<file path="config.mk">
export PLATFORM = sky130hd
export DESIGN_NAME = pcgb_top
export DESIGN_NICKNAME = d
export VERILOG_FILES = /design/src/inc/pcgb_pkg.sv /design/src/rtl/pcgb_gate_cell.sv /design/src/rtl/pcgb_fault_check.sv /design/src/rtl/pcgb_top.sv
export SDC_FILE = /design/constraint.sdc
export NUM_CORES = 1
export LEC_CHECK = 0
export BUFFER_PORTS_ARGS = -buffer_cell sky130_fd_sc_hd__buf_4
export CORE_MARGIN = 1.5
export CORE_UTILIZATION = 25
export CTS_BUF_LIST = sky130_fd_sc_hd__clkbuf_8
export DETAILED_ROUTE_END_ITERATION = 10
export GPL_TIMING_DRIVEN = 1
export HOLD_SLACK_MARGIN = 0.05
export PLACE_DENSITY = 0.52
export SLEW_MARGIN = 25
export SYNTH_ARGS = -nofsm -noshare
export SYNTH_HDL_FRONTEND = slang
export SYNTH_SLANG_ARGS = --single-unit
</file>
<file path="constraint.sdc">
create_clock -name clk -period 2.6 [get_ports clk]
set_input_delay 0.52 -clock clk [delete_from_list [all_inputs] [get_ports clk]]
set_output_delay 0.52 -clock clk [all_outputs]
set_load 0.1 [all_outputs]
</file>
<file path="src/inc/pcgb_pkg.sv">
package pcgb_pkg;
  // ==========================================================================
  // register map (byte addresses within the system control block)
  localparam logic [11:0] RUN_GATE_OFS      = 12'h104;
  localparam logic [11:0] SLEEP_GATE_OFS    = 12'h114;
  localparam logic [11:0] DEEP_GATE_OFS     = 12'h124;
  localparam logic [11:0] CLK_CFG_OFS       = 12'h060;
  localparam logic [11:0] POWER_MODE_OFS    = 12'h200;
  localparam logic [11:0] IRQ_STATUS_OFS    = 12'h204;
  localparam logic [11:0] IRQ_MASK_OFS      = 12'h208;
  localparam logic [11:0] FAULT_UNIT_OFS    = 12'h20C;
  // ==========================================================================
  // field layout
  localparam int          NUM_UNITS         = 10;
  localparam logic [31:0] GATE_WRITABLE     = 32'h070F0013;
  localparam logic [31:0] GATE_RESET        = 32'h00000000;
  localparam int          AUTO_GATING_BIT   = 27;
  localparam logic [31:0] CLK_CFG_WRITABLE  = 32'h08000000;
  localparam logic [31:0] CLK_CFG_RESET     = 32'h00000000;
  localparam int          IRQ_BITS          = 2;
  localparam int          IRQ_FAULT_BIT     = 0;
  localparam int          IRQ_MODE_BIT      = 1;
  localparam logic [1:0]  IRQ_RESET         = 2'h0;
  // register bit position of each gated unit, in unit index order
  localparam int          UNIT_BIT [NUM_UNITS] = '{16, 17, 18, 19, 4, 0, 1, 24, 25, 26};
  // ==========================================================================
  // power modes
  typedef enum logic [1:0]
  {
    PM_RUN   = 2'h0,
    PM_SLEEP = 2'h1,
    PM_DEEP  = 2'h3
  } pcgb_mode_type;
  // bus answer sequencing
  typedef enum logic [1:0]
  {
    BS_IDLE = 2'h0,
    BS_DONE = 2'h1
  } pcgb_bus_type;
endpackage

</file>
<file path="src/rtl/pcgb_gate_cell.sv">
module pcgb_gate_cell
  import pcgb_pkg::*;
(
  // clock and reset
  input  wire logic clk,
  input  wire logic reset,
  // control
  input  wire logic enable,
  // gated outputs
  output logic      gated_clk,
  output logic      enable_ff
);
  // ==========================================================================
  // latch-free gate: enable is retimed on the falling edge so it only moves
  // while clk is low, hence no shortened high phase reaches the unit
  always_ff @(negedge clk)
  begin
    if (reset)
      enable_ff <= 1'b0;
    else
      enable_ff <= enable;
  end

  assign gated_clk = clk & enable_ff;
endmodule

</file>
<file path="src/rtl/pcgb_fault_check.sv">
module pcgb_fault_check
  import pcgb_pkg::*;
#(
  parameter int UNITS = NUM_UNITS
)
(
  // unit access observation
  input  wire logic [UNITS-1:0] unit_access,
  input  wire logic [UNITS-1:0] unit_clock_on,
  // fault answer
  output logic                  fault,
  output logic [UNITS-1:0]      fault_units
);
  // ==========================================================================
  // any access to a unit whose gate is off is refused with a bus fault
  assign fault_units = unit_access & ~unit_clock_on;
  assign fault       = |fault_units;
endmodule

</file>
<file path="src/rtl/pcgb_top.sv">
// The Avalon-MM slave port was left to the implementer.
module pcgb_top
  import pcgb_pkg::*;
(
  // clock and reset
  input  wire logic                     clk,
  input  wire logic                     reset,
  // avalon-mm slave
  input  wire logic [11:0]              address,
  input  wire logic                     read,
  input  wire logic                     write,
  input  wire logic [31:0]              writedata,
  input  wire logic [3:0]               byteenable,
  output logic [31:0]                   readdata,
  output logic [1:0]                    response,
  output logic                          waitrequest,
  // power state from the power manager
  input  wire pcgb_pkg::pcgb_mode_type  power_mode,
  // peripheral access observation
  input  wire logic [pcgb_pkg::NUM_UNITS-1:0] unit_access,
  output logic                          unit_bus_fault,
  // gated clocks and gate levels
  output logic                          gp_counter_unit0_gate,
  output logic                          gp_counter_unit1_gate,
  output logic                          gp_counter_unit2_gate,
  output logic                          gp_counter_unit3_gate,
  output logic                          sync_serial_port0_gate,
  output logic                          async_serial_port0_gate,
  output logic                          async_serial_port1_gate,
  output logic                          analog_cmp0_gate,
  output logic                          analog_cmp1_gate,
  output logic                          analog_cmp2_gate,
  output logic [pcgb_pkg::NUM_UNITS-1:0] unit_clk,
  // interrupt
  output logic                          irq
);
  import pcgb_pkg::*;

  // avalon response codes
  localparam logic [1:0] RESP_OKAY   = 2'h0;
  localparam logic [1:0] RESP_SLVERR = 2'h2;

  // ==========================================================================
  // helpers
  function automatic logic [31:0] merge_bytes(input logic [31:0] old_v,
                                              input logic [31:0] new_v,
                                              input logic [3:0]  be,
                                              input logic [31:0] writable);
    logic [31:0] m;
    m = '0;
    for (int i = 0; i < 4; i++)
      m[i*8 +: 8] = {8{be[i]}};
    m = m & writable;
    return (old_v & ~m) | (new_v & m);
  endfunction

  function automatic logic [NUM_UNITS-1:0] unit_bits(input logic [31:0] reg_v);
    logic [NUM_UNITS-1:0] u;
    u = '0;
    for (int i = 0; i < NUM_UNITS; i++)
      u[i] = reg_v[UNIT_BIT[i]];
    return u;
  endfunction

  // ==========================================================================
  // registers
  logic [31:0]          run_peripheral_gate_1_ff;
  logic [31:0]          sleep_peripheral_gate_1_ff;
  logic [31:0]          deep_sleep_peripheral_gate_1_ff;
  logic [31:0]          run_mode_clock_config_ff;
  logic [IRQ_BITS-1:0]  irq_status_ff;
  logic [IRQ_BITS-1:0]  irq_mask_ff;
  logic [NUM_UNITS-1:0] fault_units_ff;
  pcgb_mode_type        mode_ff;
  pcgb_bus_type         bus_state_ff;
  pcgb_bus_type         nxt_bus_state;
  logic [31:0]          readdata_ff;
  logic [1:0]           response_ff;

  logic                 auto_sleep_gating_enable;
  logic                 wr_take;
  logic                 rd_take;
  logic [31:0]          active_gate;
  logic [NUM_UNITS-1:0] gate_level;
  logic [NUM_UNITS-1:0] gate_level_ff;
  logic                 fault;
  logic [NUM_UNITS-1:0] fault_units;
  logic [IRQ_BITS-1:0]  irq_event;
  logic [31:0]          rd_value;
  logic                 rd_hit;
  logic                 wr_run;
  logic                 wr_sleep;
  logic                 wr_deep;
  logic                 wr_cfg;
  logic                 wr_mask;
  logic                 wr_status;
  logic                 irq_ff;

  assign auto_sleep_gating_enable = run_mode_clock_config_ff[AUTO_GATING_BIT];

  // ==========================================================================
  // bus handshake: every access is answered one cycle after it is seen
  always_comb
  begin
    case (bus_state_ff)
      BS_IDLE: nxt_bus_state = (read || write) ? BS_DONE : BS_IDLE;
      BS_DONE: nxt_bus_state = BS_IDLE;
      default: nxt_bus_state = BS_IDLE;
    endcase
  end

  always_ff @(posedge clk)
  begin
    if (reset)
      bus_state_ff <= BS_IDLE;
    else
      bus_state_ff <= nxt_bus_state;
  end

  // writes taken on the cycle the answer is presented, so they land exactly once; reads taken in the request cycle
  assign waitrequest = (read || write) && (bus_state_ff != BS_DONE);
  assign wr_take     = write && (bus_state_ff == BS_DONE);
  assign rd_take     = read && (bus_state_ff == BS_IDLE);

  // ==========================================================================
  // write strobes, raised only in the answer cycle so a write lands once
  always_comb
  begin
    wr_run    = 1'b0;
    wr_sleep  = 1'b0;
    wr_deep   = 1'b0;
    wr_cfg    = 1'b0;
    wr_mask   = 1'b0;
    wr_status = 1'b0;
    case (address)
      RUN_GATE_OFS:   wr_run    = wr_take;
      SLEEP_GATE_OFS: wr_sleep  = wr_take;
      DEEP_GATE_OFS:  wr_deep   = wr_take;
      CLK_CFG_OFS:    wr_cfg    = wr_take;
      IRQ_MASK_OFS:   wr_mask   = wr_take && byteenable[0];
      IRQ_STATUS_OFS: wr_status = wr_take && byteenable[0];
      default:        wr_run    = 1'b0;
    endcase
  end

  // ==========================================================================
  // gate registers
  always_ff @(posedge clk)
  begin
    if (reset)
      run_peripheral_gate_1_ff <= GATE_RESET;
    else if (wr_run)
      run_peripheral_gate_1_ff <= merge_bytes(run_peripheral_gate_1_ff, writedata,
                                              byteenable, GATE_WRITABLE);
  end

  always_ff @(posedge clk)
  begin
    if (reset)
      sleep_peripheral_gate_1_ff <= GATE_RESET;
    else if (wr_sleep)
      sleep_peripheral_gate_1_ff <= merge_bytes(sleep_peripheral_gate_1_ff, writedata,
                                                byteenable, GATE_WRITABLE);
  end

  always_ff @(posedge clk)
  begin
    if (reset)
      deep_sleep_peripheral_gate_1_ff <= GATE_RESET;
    else if (wr_deep)
      deep_sleep_peripheral_gate_1_ff <= merge_bytes(deep_sleep_peripheral_gate_1_ff,
                                                     writedata, byteenable,
                                                     GATE_WRITABLE);
  end

  always_ff @(posedge clk)
  begin
    if (reset)
      run_mode_clock_config_ff <= CLK_CFG_RESET;
    else if (wr_cfg)
      run_mode_clock_config_ff <= merge_bytes(run_mode_clock_config_ff, writedata,
                                              byteenable, CLK_CFG_WRITABLE);
  end

  always_ff @(posedge clk)
  begin
    if (reset)
      irq_mask_ff <= IRQ_RESET;
    else if (wr_mask)
      irq_mask_ff <= writedata[IRQ_BITS-1:0];
  end

  // ==========================================================================
  // power mode selection
  // one cycle late on purpose: gate path sees one stable mode; the event bit compares it with the live power_mode
  always_ff @(posedge clk)
  begin
    if (reset)
      mode_ff <= PM_RUN;
    else
      mode_ff <= power_mode;
  end

  // without auto gating the run copy stays in force in every mode
  always_comb
  begin
    case (mode_ff)
      PM_RUN:   active_gate = run_peripheral_gate_1_ff;
      PM_SLEEP: active_gate = auto_sleep_gating_enable ? sleep_peripheral_gate_1_ff
                                                       : run_peripheral_gate_1_ff;
      PM_DEEP:  active_gate = auto_sleep_gating_enable ? deep_sleep_peripheral_gate_1_ff
                                                       : run_peripheral_gate_1_ff;
      default:  active_gate = run_peripheral_gate_1_ff;
    endcase
  end

  assign gate_level = unit_bits(active_gate);

  always_ff @(posedge clk)
  begin
    if (reset)
      gate_level_ff <= '0;
    else
      gate_level_ff <= gate_level;
  end

  // ==========================================================================
  // glitch-free clock gates
  for (genvar g = 0; g < NUM_UNITS; g++)
  begin : gen_gate
    pcgb_gate_cell u_cell
    (
      .clk       (clk),
      .reset     (reset),
      .enable    (gate_level_ff[g]),
      .gated_clk (unit_clk[g]),
      .enable_ff ()
    );
  end

  assign gp_counter_unit0_gate   = gate_level_ff[0];
  assign gp_counter_unit1_gate   = gate_level_ff[1];
  assign gp_counter_unit2_gate   = gate_level_ff[2];
  assign gp_counter_unit3_gate   = gate_level_ff[3];
  assign sync_serial_port0_gate  = gate_level_ff[4];
  assign async_serial_port0_gate = gate_level_ff[5];
  assign async_serial_port1_gate = gate_level_ff[6];
  assign analog_cmp0_gate        = gate_level_ff[7];
  assign analog_cmp1_gate        = gate_level_ff[8];
  assign analog_cmp2_gate        = gate_level_ff[9];

  // ==========================================================================
  // bus fault on access to a gated-off unit
  pcgb_fault_check #(.UNITS(NUM_UNITS)) u_fault
  (
    .unit_access   (unit_access),
    .unit_clock_on (gate_level_ff),
    .fault         (fault),
    .fault_units   (fault_units)
  );

  assign unit_bus_fault = fault;

  always_ff @(posedge clk)
  begin
    if (reset)
      fault_units_ff <= '0;
    else if (fault)
      fault_units_ff <= fault_units;
  end

  // ==========================================================================
  // interrupt status: set wins over write-one-to-clear
  assign irq_event[IRQ_FAULT_BIT] = fault;
  assign irq_event[IRQ_MODE_BIT]  = (mode_ff != power_mode);

  always_ff @(posedge clk)
  begin
    if (reset)
      irq_status_ff <= IRQ_RESET;
    else if (wr_status)
      irq_status_ff <= (irq_status_ff & ~writedata[IRQ_BITS-1:0]) | irq_event;
    else
      irq_status_ff <= irq_status_ff | irq_event;
  end

  // registered so the pin never shows a pulse while mask and status move apart
  always_ff @(posedge clk)
  begin
    if (reset)
      irq_ff <= 1'b0;
    else
      irq_ff <= |(irq_status_ff & irq_mask_ff);
  end

  assign irq = irq_ff;

  // ==========================================================================
  // read mux; reserved bits never stored so they read zero
  always_comb
  begin
    rd_hit   = 1'b1;
    rd_value = '0;
    case (address)
      RUN_GATE_OFS:   rd_value = run_peripheral_gate_1_ff;
      SLEEP_GATE_OFS: rd_value = sleep_peripheral_gate_1_ff;
      DEEP_GATE_OFS:  rd_value = deep_sleep_peripheral_gate_1_ff;
      CLK_CFG_OFS:    rd_value = run_mode_clock_config_ff;
      POWER_MODE_OFS: rd_value = {30'h0, mode_ff};
      IRQ_STATUS_OFS: rd_value = {30'h0, irq_status_ff};
      IRQ_MASK_OFS:   rd_value = {30'h0, irq_mask_ff};
      FAULT_UNIT_OFS: rd_value = {22'h0, fault_units_ff};
      default:        rd_hit   = 1'b0;
    endcase
  end

  // captured on the request edge and held through the answer cycle
  always_ff @(posedge clk)
  begin
    if (reset)
      readdata_ff <= '0;
    else if (rd_take)
      readdata_ff <= rd_value;
  end

  // unmapped addresses answer slaveerror (2'b10), reads give zero
  always_ff @(posedge clk)
  begin
    if (reset)
      response_ff <= RESP_OKAY;
    else if (bus_state_ff == BS_IDLE && (read || write))
      response_ff <= rd_hit ? RESP_OKAY : RESP_SLVERR;
  end

  assign readdata = readdata_ff;
  assign response = response_ff;
endmodule

</file>
# Yosys cells after proc, flatten, opt, wreduce, memory -nomap -nowiden
# Cells that the tools add are included.
totals:
  out_inout_bits: 57
  in_bits: 64
  word_cells: 91
  ff_bits: 201
op_classes:
  eq_ne: 13
  n_bitwise: 30
  n_reduce_logical: 11
  mux: 14
op_table:
  columns: ["operator", "n"]
  rows:
  - ["$pmux W32 S8", 1]
  - ["$and A32 B32 Y32", 4]
  - ["$or A32 B32 Y32", 4]
  - ["$mux W27", 2]
  - ["$pmux W27 S2", 1]
  - ["$eq A12 B10 Y1 const B", 4]
  - ["$eq A12 B9 Y1 const B", 3]
  - ["$and A32 B27 Y32", 1]
  - ["$and A32 B28 Y32", 1]
  - ["$not A27 Y32", 1]
  - ["$not A28 Y32", 1]
  - ["$eq A12 B7 Y1 const B", 1]
  - ["$and A1 B1 Y1", 10]
  - ["$and A10 B10 Y10", 1]
  - ["$not A10 Y10", 1]
  - ["$reduce_or A10 Y1", 1]
  - ["$mux W1", 8]
  - ["$reduce_or A8 Y1", 1]
  - ["$logic_and A1 B1 Y1", 5]
  - ["$and A2 B2 Y2", 2]
  - ["$eq A2 B1 Y1 const B", 2]
  - ["$mux W2", 2]
  - ["$or A2 B2 Y2", 2]
  - ["$reduce_or A2 Y1", 2]
  - ["7 further kinds", 7]

# Logic depth before layout (Yosys ltp)
# Gate-level depths: netlist of run 1.
logic_depth:
  ltp_word: 5
  ltp_mapped: 7
  depth_no_buf: 5

# Hierarchy
# A second synthesis of run 1 with hierarchy kept.
unflattened:
  cells_unflattened: 430
  hier_area_um2: 4116.4
modules_own_cells:
  columns: ["mod", "cells_each", "seq_area_each_um2", "n_inst", "area_each_um2"]
  rows:
  - ["pcgb_top", 376, 1561.5, 1, 3602.2]
  - ["pcgb_gate_cell", 4, 20.0, 10, 38.8]
  - ["pcgb_fault_check", 14, 0.0, 1, 126.4]

==> impl_metrics.toml, run 1 <==
[status]
status = "finished, violations left"
violations = "negative setup slack"

[route]
ant_nets = 0
num_vias = 3316
drtIter0Drc = 200
dr.pass1.iters = 4
wire_per_inst_um = 15.6
via_per_inst = 4.66
finalWirelength_um = 11100
drc = 0

[timing]
hold_viol = 0
setup_slack_ns = -0.352
rsz0062_at_grt = "true"
finClkSkew_ns = 0.0544
setup_viol_count_final = 20
slew_headroom_pct = 52.5
drv_slew = 0
worst_pin_slew_ns = 0.712

[finish]
layout_common_cells = "88 x buf_4, 70 x dfxtp_1, 58 x nor2_1, 53 x mux2i_1, 32 x nand2_1"
fin_cells = 711
syn2layout_area_growth_pct = 30.1
mostFrequentLayoutCell = "buf_4"
fillers = 1551
drive_gt1_share_pct = 29.3
insertedDiodeCount = 0
final_nets = 581

[pwr]
vdd_drop_max_uv = 255
switching_share_pct = 29.8
power.share.sequential_pct = 48.3
pwr-share-clk_pct = 41.6
p_sw_mw = 0.851
p_total_mw = 2.86
leakage_nw = 2.12
comb_power_share_pct = 10.2
power_density_nw_per_um2 = 563
p_int_mw = 2.00

[setup_path]
critPathMaxFanout = 1
crit_type = "reg2out"
cp-start-kind = "flop"
crit_path_end_kind = "primary output"
reg2reg_slack_ns = 0.75
cp.arrival_ns = 2.43
required_ns = 2.08

[yosys]
synth-edff-count = 0
netlist_area_um2 = 3900
yosys-top-cells-area = "dfxtp_1 45%, mux2i_1 14%, nor2_1 5.7%"
ys_warn_count = 0
yosys.area.top_type = "dfxtp_1"
synth_top_cell_area_share_pct = 45.2
ys_types = 43
ys.flop_type = "dfxtp_1"
synthArstFlopShare_pct = 0
postSynthAreaPerCell_um2 = 8.99
ys_seq_area_share_pct = 45.2
synth_cells = 434
ys_ff_latch = 88

[floorplan]
ios = 121
core-area_um2 = 15200
dieWidth_um = 128
initial_core_util_pct = 25.7
dieArea_um2 = 16400
row_count = 45
die_h_um = 128

[placement]
dp_hpwl_um = 8210
portBuffers = 83
pre_cts_ws_ns = 0.0989
dp_cells = 681
globalplace.congestion = 0.763

[cts]
cts_tree = "done"
path_clk_slew_ns = 0.08
clk_latency_ns = 0.52
hold_buffers = 0

[global_routing]
gr-total-overflow = 0
antenna_found_initial = 0
grt_pass1_vias = 3367
grt_pass1_wl_um = 17200
groute.usage.overall_pct = 13.9
grt_max_degree = 41

[job]
drv_cap = 0

[min_path]
hold_path_class = "in2reg"
==> logic make-up (layout without fill, tap and decap cells) <==
group,Yosys count,in the layout,share of synthesized area [%]
compound gates,60,60,9.21
mux,55,55,14.8
flops,88,88,45.2
simple gates,167,167,21.8
xor+xnor,2,2,0.449
buf+inv,61,136,8.56
other cells,1,15,0.0961
==> power by group through the flow <==
stage	Combinational (mW)	Clock, mW	Sequential, mW
after floorplan	0.207	0.0544	1.41
after global placement	0.288	0.0281	1.41
after detailed placement	0.290	0.0281	1.41
after CTS	0.291	1.23	1.38
after global routing	0.307	1.31	1.38
final	0.290	1.19	1.38
==> metal layers <==
metal	share of wire [%]	track usage, %
met1	44	16.3
met5	0	0
met3	5.3	3.71
met2	49	23.0
met4	1.9	8.13
==> Yosys cell counts, drive strengths merged (3+ instances only) <==
cell type,number
a211oi,12
buf,30
dfxtp,88
o21ai,10
nor2,59
nand2,32
nand3,12
clkbuf,23
a21oi,29
nor2b,13
nand4,6
mux2i,53
nor3,6
nand2b,12
and2,11
or3,3
inv,8
==> path summary, 6_finish.rpt <==
path                             endpoint  depth (start not counted)                    startpoint
max                           unit_clk[6]                          2  gen_gate[6].u_cell.enable_ff
min                            mode_ff[0]                          2                 power_mode[0]
min reg2reg                  readdata[26]                          2                  readdata[26]
max reg2reg  gen_gate[3].u_cell.enable_ff                          1              gate_level_ff[3]
==> what timing repair did <==
item / 4_1_cts / 5_1_grt
setup endpoints to repair: 20 / 20
resized for setup: 41 / 7
buffers inserted: 0 / 0
cloned: 0 / 0
pin swaps: 9 / 0
endpoints found under the hold margin: 0 / 0
==> metrics by stage <==
stage | area, µm² | hold WS [ns] | setup TNS [ns] | util [%]
6_report | 5070 | 0.295 | -3.41 | 33.4
5_1_grt | 5070 | 0.285 | -3.84 | 33.4
4_1_cts | 5070 | 0.283 | -3.58 | 33.3
3_5_place_dp | 4640 | 0.445 | 0 | 30.5
3_3_place_gp | 4640 | 0.446 | 0 | 30.5
2_1_floorplan | 3970 | 0.433 | 0 | -
==> worst max-delay path, cell delays in order, from the launching register on <==
cell     delay [ns]
dfxtp_2        0.31
and2_4         0.14
buf_12         0.16
==> area by class of cell <==
type,count,area (µm²),share of cell area (%)
sequential,88,1780,35.2
clock buffer,23,379,7.47
inverter,7,26.3,0.518
tap,188,235,4.64
clock inverter,18,104,2.05
timing repair buffer,88,661,13.0
multi-input combinational,299,1890,37.2
(Power assumes the default switching activity.)
==> run 2, diff against run 1 <==
--- a/config.mk
+++ b/config.mk
@@ -16,4 +16,5 @@
 export SLEW_MARGIN = 25
 export SYNTH_ARGS = -nofsm -noshare
 export SYNTH_HDL_FRONTEND = slang
+export SYNTH_HIERARCHICAL = 1
 export SYNTH_SLANG_ARGS = --single-unit
==> run 2 against run 1 <==
Largest cell class unchanged. Sequential cell count stayed put. Clock power grew 5%. Total power up 3.7%. The run still ends with negative setup slack left. First-iteration DRC count fell by 3.5%.
==> impl_metrics.toml, run 2 <==
[floorplan]
dieArea_um2 = 17200
die_h_um = 131
dieWidth_um = 131
row_count = 46
initial_core_util_pct = 25.7
core-area_um2 = 16000
ios = 121

[placement]
globalplace.congestion = 0.778
dp_cells = 713
portBuffers = 83
dp_hpwl_um = 8260
pre_cts_ws_ns = 0.0893

[min_path]
min_to = "mode_ff[1]"
min_from = "power_mode[1]"
hold_path_depth = 2
hold_path_class = "in2reg"

[cts]
cts_setup_buffers = 0
cts_tree = "done"
hold_buffers = 0
cts_resized = 41
path_clk_slew_ns = 0.09
clk_latency_ns = 0.51

[route]
finalWirelength_um = 11200
num_vias = 3279
dr.pass1.iters = 4
wire_per_inst_um = 15.2
drc = 0
via_per_inst = 4.47
ant_nets = 0
drtIter0Drc = 193

[pwr]
power_density_nw_per_um2 = 554
vdd_drop_max_uv = 278
leakage_nw = 2.30

[finish]
fin_cells = 734
drive_gt1_share_pct = 32.4
mostFrequentLayoutCell = "buf_4"
final_nets = 576
fin_util_pct = 33.4
insertedDiodeCount = 0
fillers = 1692
layout_common_cells = "82 x buf_4, 76 x dfxtp_1, 43 x mux2i_1, 33 x nor2_1, 31 x nand2b_1"
syn2layout_area_growth_pct = 29.9

[timing]
rsz0062_at_grt = "true"
hold_viol = 0
slew_headroom_pct = 49.9
setup_tns_ns = -3.33
setup_slack_ns = -0.350
setup_viol_count_final = 20
drv_slew = 0
hold_ws_ns = 0.280
finClkSkew_ns = 0.0476
worst_pin_slew_ns = 0.751

[global_routing]
antenna_found_initial = 0
grt_pass1_vias = 3427
grt_pass1_wl_um = 18000
groute.usage.overall_pct = 13.4
gr-total-overflow = 0
grt_max_degree = 72

[setup_path]
cp_slowest_stage_delay_ns = 0.31
crit_path_end_kind = "primary output"
cp-start-kind = "flop"
reg2reg_slack_ns = 0.72
required_ns = 2.08
path_cells = "and2_4 -> buf_12"
path_buf_inv = 1
worstReg2RegEnd = "gen_gate[5].u_cell/enable_ff"
r2r-start = "gate_level_ff[5]"
critPathTopFamily = "flip-flops"
crit_type = "reg2out"
cpMaxStageDelayCell = "dfxtp_2"
critPathMaxFanout = 1
r2r_cells = 1
cp.arrival_ns = 2.43

[yosys]
ys_ff_latch = 88
ys_warn_count = 6
netlist_area_um2 = 4120
synthArstFlopShare_pct = 0
yosys.area.top_type = "dfxtp_1"
yosys-top-cells-count = "88 x dfxtp_1, 43 x mux2i_1, 33 x nor2_1"
yosys-top-cells-area = "dfxtp_1 43%, mux2i_1 10%, nand2b_1 4.7%"
synth-edff-count = 0
synth_top_cell_area_share_pct = 42.8
postSynthAreaPerCell_um2 = 9.57
ys_types = 47
ys_seq_area_share_pct = 42.8
ys.flop_type = "dfxtp_1"
yosysMostFrequentCell = "dfxtp_1"
synth_cells = 430

[status]
status = "finished, violations left"
violations = "negative setup slack"

[job]
drv_cap = 0
run 2: changes by cell type after synthesis, sizes merged, moves of 6 or more:
cell,delta
a22oi,+9
a22o,+7
o21ai,+10
nand2,-21
clkbuf,-8
nor2b,+11
nor2,-26
inv,+7
buf,-6
a21oi,-17
mux2i,-10
mux2,+9
nand2b,+19
nand3,+12
run 2: layer usage:
layer  track usage, %  up-vias  wire, µm
li1                 -     1644         -
met1             16.5     1519      5090
met2             21.3      100      5290
met3             4.40       16       640
met4             6.23        0       162
met5                0        -         0
run 2: area by class of cell:
type                    instances  area (µm²)  area share, %
repair buffers                 82         616           11.5
clock inverters                16        95.1           1.78
clock buffers                  25         407           7.60
flip-flops and latches         88        1780           33.2
multi-input cells             302        2170           40.5
well taps                     216         270           5.05
inverters                       5        18.8          0.351
run 2: cell families after synthesis:
family / after synthesis / synth area share [%]
AOI/OAI and AO/OA: 69 / 11.2
xor gates and xnor gates: 2 / 0.426
buffers and inverters: 54 / 6.60
DFF: 88 / 42.8
muxes: 54 / 14.0
other: 1 / 0.0911
and+or+nand+nor: 162 / 24.8
run 2: report_power, final:
part	internal, mW	total [mW]	switching (mW)	leakage (nW)
logic	0.0980	0.330	0.231	1.26
registers	1.36	1.38	0.0167	0.720
clock network	0.649	1.25	0.602	0.313
run 2: through the flow:
step	power, mW	cell area, µm²
5_1_grt	3.11	5350
6_report	2.96	5350
3_5_place_dp	1.79	4940
2_1_floorplan	1.70	4200
3_3_place_gp	1.79	4940
4_1_cts	3.01	5350
run 2: worst max path at each step:
stage                                       from                      endpoint  slack [ns]  depth (start not counted)
floorplan                       gate_level_ff[1]  gen_gate[1].u_cell/enable_ff        0.03                          1
global placement    gen_gate[9].u_cell/enable_ff                   unit_clk[9]        0.11                          2
detailed placement  gen_gate[0].u_cell/enable_ff                   unit_clk[0]        0.09                          2
CTS                 gen_gate[9].u_cell/enable_ff                   unit_clk[9]       -0.37                          2
global route        gen_gate[0].u_cell/enable_ff                   unit_clk[0]       -0.40                          2
finish              gen_gate[9].u_cell/enable_ff                   unit_clk[9]       -0.35                          2
==> run 3, diff against run 2 <==
--- a/config.mk
+++ b/config.mk
@@ -6,14 +6,13 @@
 export NUM_CORES = 1
 export LEC_CHECK = 0
 export BUFFER_PORTS_ARGS = -buffer_cell sky130_fd_sc_hd__buf_4
-export CORE_MARGIN = 1.5
+export CORE_MARGIN = 1
 export CORE_UTILIZATION = 25
 export CTS_BUF_LIST = sky130_fd_sc_hd__clkbuf_8
 export DETAILED_ROUTE_END_ITERATION = 10
 export GPL_TIMING_DRIVEN = 1
 export HOLD_SLACK_MARGIN = 0.05
 export PLACE_DENSITY = 0.52
-export SLEW_MARGIN = 25
 export SYNTH_ARGS = -nofsm -noshare
 export SYNTH_HDL_FRONTEND = slang
 export SYNTH_HIERARCHICAL = 1
==> run 3 against run 2 <==
The flow still finishes with violations (negative setup slack). Sequential power barely moved. First-iteration DRC count shrank 17%. Register-to-register slack about the same. Clock skew rose by 0.0085 ns. Largest power group unchanged. Highest routed layer unchanged.
==> impl_metrics.toml, run 3 (synthesis gave the netlist of run 2 again) <==
[route]
ant_nets = 0
drc = 0
drtIter0Drc = 161
via_per_inst = 4.52
num_vias = 3325
dr.pass1.iters = 4
wire_per_inst_um = 15.3
finalWirelength_um = 11200

[setup_path]
reg2reg_slack_ns = 0.73
critPathTopFamily = "flip-flops"
cp_slowest_stage_delay_ns = 0.31
r2r_cells = 1
r2r-start = "gate_level_ff[0]"
required_ns = 2.08
path_cells = "and2_4 -> buf_12"
crit_path_end_kind = "primary output"
worstReg2RegEnd = "gen_gate[0].u_cell/enable_ff"
critPathMaxFanout = 1
cp-start-kind = "flop"
cpMaxStageDelayCell = "dfxtp_2"
path_buf_inv = 1
cp.arrival_ns = 2.43
crit_type = "reg2out"

[global_routing]
grt_pass1_vias = 3417
antenna_found_initial = 0
grt_pass1_wl_um = 17200
groute.usage.overall_pct = 13.6
grt_max_degree = 56
gr-total-overflow = 0

[status]
violations = "negative setup slack"
status = "finished, violations left"

[cts]
cts_tree = "done"
path_clk_slew_ns = 0.09
cts_setup_buffers = 0
hold_buffers = 0
clk_latency_ns = 0.52

[placement]
globalplace.congestion = 0.798
portBuffers = 83
dp_hpwl_um = 8270

[pwr]
comb_power_share_pct = 11.2
vdd_drop_max_uv = 211
power.share.sequential_pct = 46.5
p_total_mw = 2.97
p_sw_mw = 0.854
leakage_nw = 2.31
switching_share_pct = 28.8
pwr-share-clk_pct = 42.3
power_density_nw_per_um2 = 554
p_int_mw = 2.11

[finish]
final_nets = 577
fin_util_pct = 33.5
layout_common_cells = "83 x buf_4, 75 x dfxtp_1, 43 x mux2i_1, 33 x nor2_1, 31 x nand2b_1"
drive_gt1_share_pct = 33.1
insertedDiodeCount = 0
syn2layout_area_growth_pct = 30.1
mostFrequentLayoutCell = "buf_4"

[timing]
setup_slack_ns = -0.350
slew_headroom_pct = 48.0
drv_slew = 0
rsz0062_at_grt = "true"
finClkSkew_ns = 0.0561
setup_tns_ns = -3.36
setup_viol_count_final = 20
hold_viol = 0
worst_pin_slew_ns = 0.779

[min_path]
hold_path_depth = 2
hold_path_class = "in2reg"
min_from = "power_mode[1]"
min_to = "mode_ff[1]"

[floorplan]
dieArea_um2 = 17000
initial_core_util_pct = 25.7
row_count = 46
dieWidth_um = 130
ios = 121
die_h_um = 130
core-area_um2 = 16000

[job]
drv_cap = 0
==> run 3: cell count changes in the layout (fill, tap and decap cells not counted), sizes merged <==
cell and change:
buf +1, clkinv +1, clkinvlp -1
==> run 3: through the flow <==
step | cell area [µm²] | hold WS (ns) | std cells | worst slack, ns
4_1_cts | 5350 | 0.262 | 735 | -0.373
3_5_place_dp | 4950 | 0.451 | 714 | 0.0885
6_report | 5360 | 0.272 | 735 | -0.350
3_3_place_gp | 4950 | 0.444 | 714 | 0.108
2_1_floorplan | 4200 | 0.442 | 444 | 0.0332
5_1_grt | 5360 | 0.265 | 735 | -0.400
==> run 3: cell type report <==
class	instances	area (µm²)
clock buffers	25	407
clock inverters	16	92.6
fillers	1696	10600
inverters	5	18.8
multi-input cells	302	2170
flip-flops and latches	88	1780
well taps	216	270
repair buffers	83	623
==> run 3: power by group through the flow <==
stage	registers [mW]	clock network [mW]	logic (mW)
floorplan	1.42	0.0482	0.232
global placement	1.41	0.0482	0.329
detailed placement	1.41	0.0482	0.332
CTS	1.38	1.30	0.333
global route	1.38	1.38	0.350
finish	1.38	1.25	0.331
==> run 3: how the worst max path moves through the flow <==
stage,to,startpoint,slack [ns],depth (start not counted)
2_1_floorplan,gen_gate[1].u_cell/enable_ff,gate_level_ff[1],0.03,1
3_3_place_gp,unit_clk[6],gen_gate[6].u_cell/enable_ff,0.11,2
3_5_place_dp,unit_clk[6],gen_gate[6].u_cell/enable_ff,0.09,2
4_1_cts,unit_clk[8],gen_gate[8].u_cell/enable_ff,-0.37,2
5_1_grt,unit_clk[2],gen_gate[2].u_cell/enable_ff,-0.40,2
6_report,unit_clk[8],gen_gate[8].u_cell/enable_ff,-0.35,2
==> run 3: what timing repair did <==
item	CTS	global route
gates cloned	0	0
resized for setup	42	3
setup endpoints to repair	20	20
==> run 3: routing by layer <==
metal / vias to the layer above / wire length (µm) / GRT usage [%]
met3: 18 / 634 / 3.90
met5: - / 0 / 0
li1: 1650 / - / -
met1: 1564 / 5050 / 15.8
met2: 93 / 5310 / 22.6
met4: 0 / 214 / 7.39
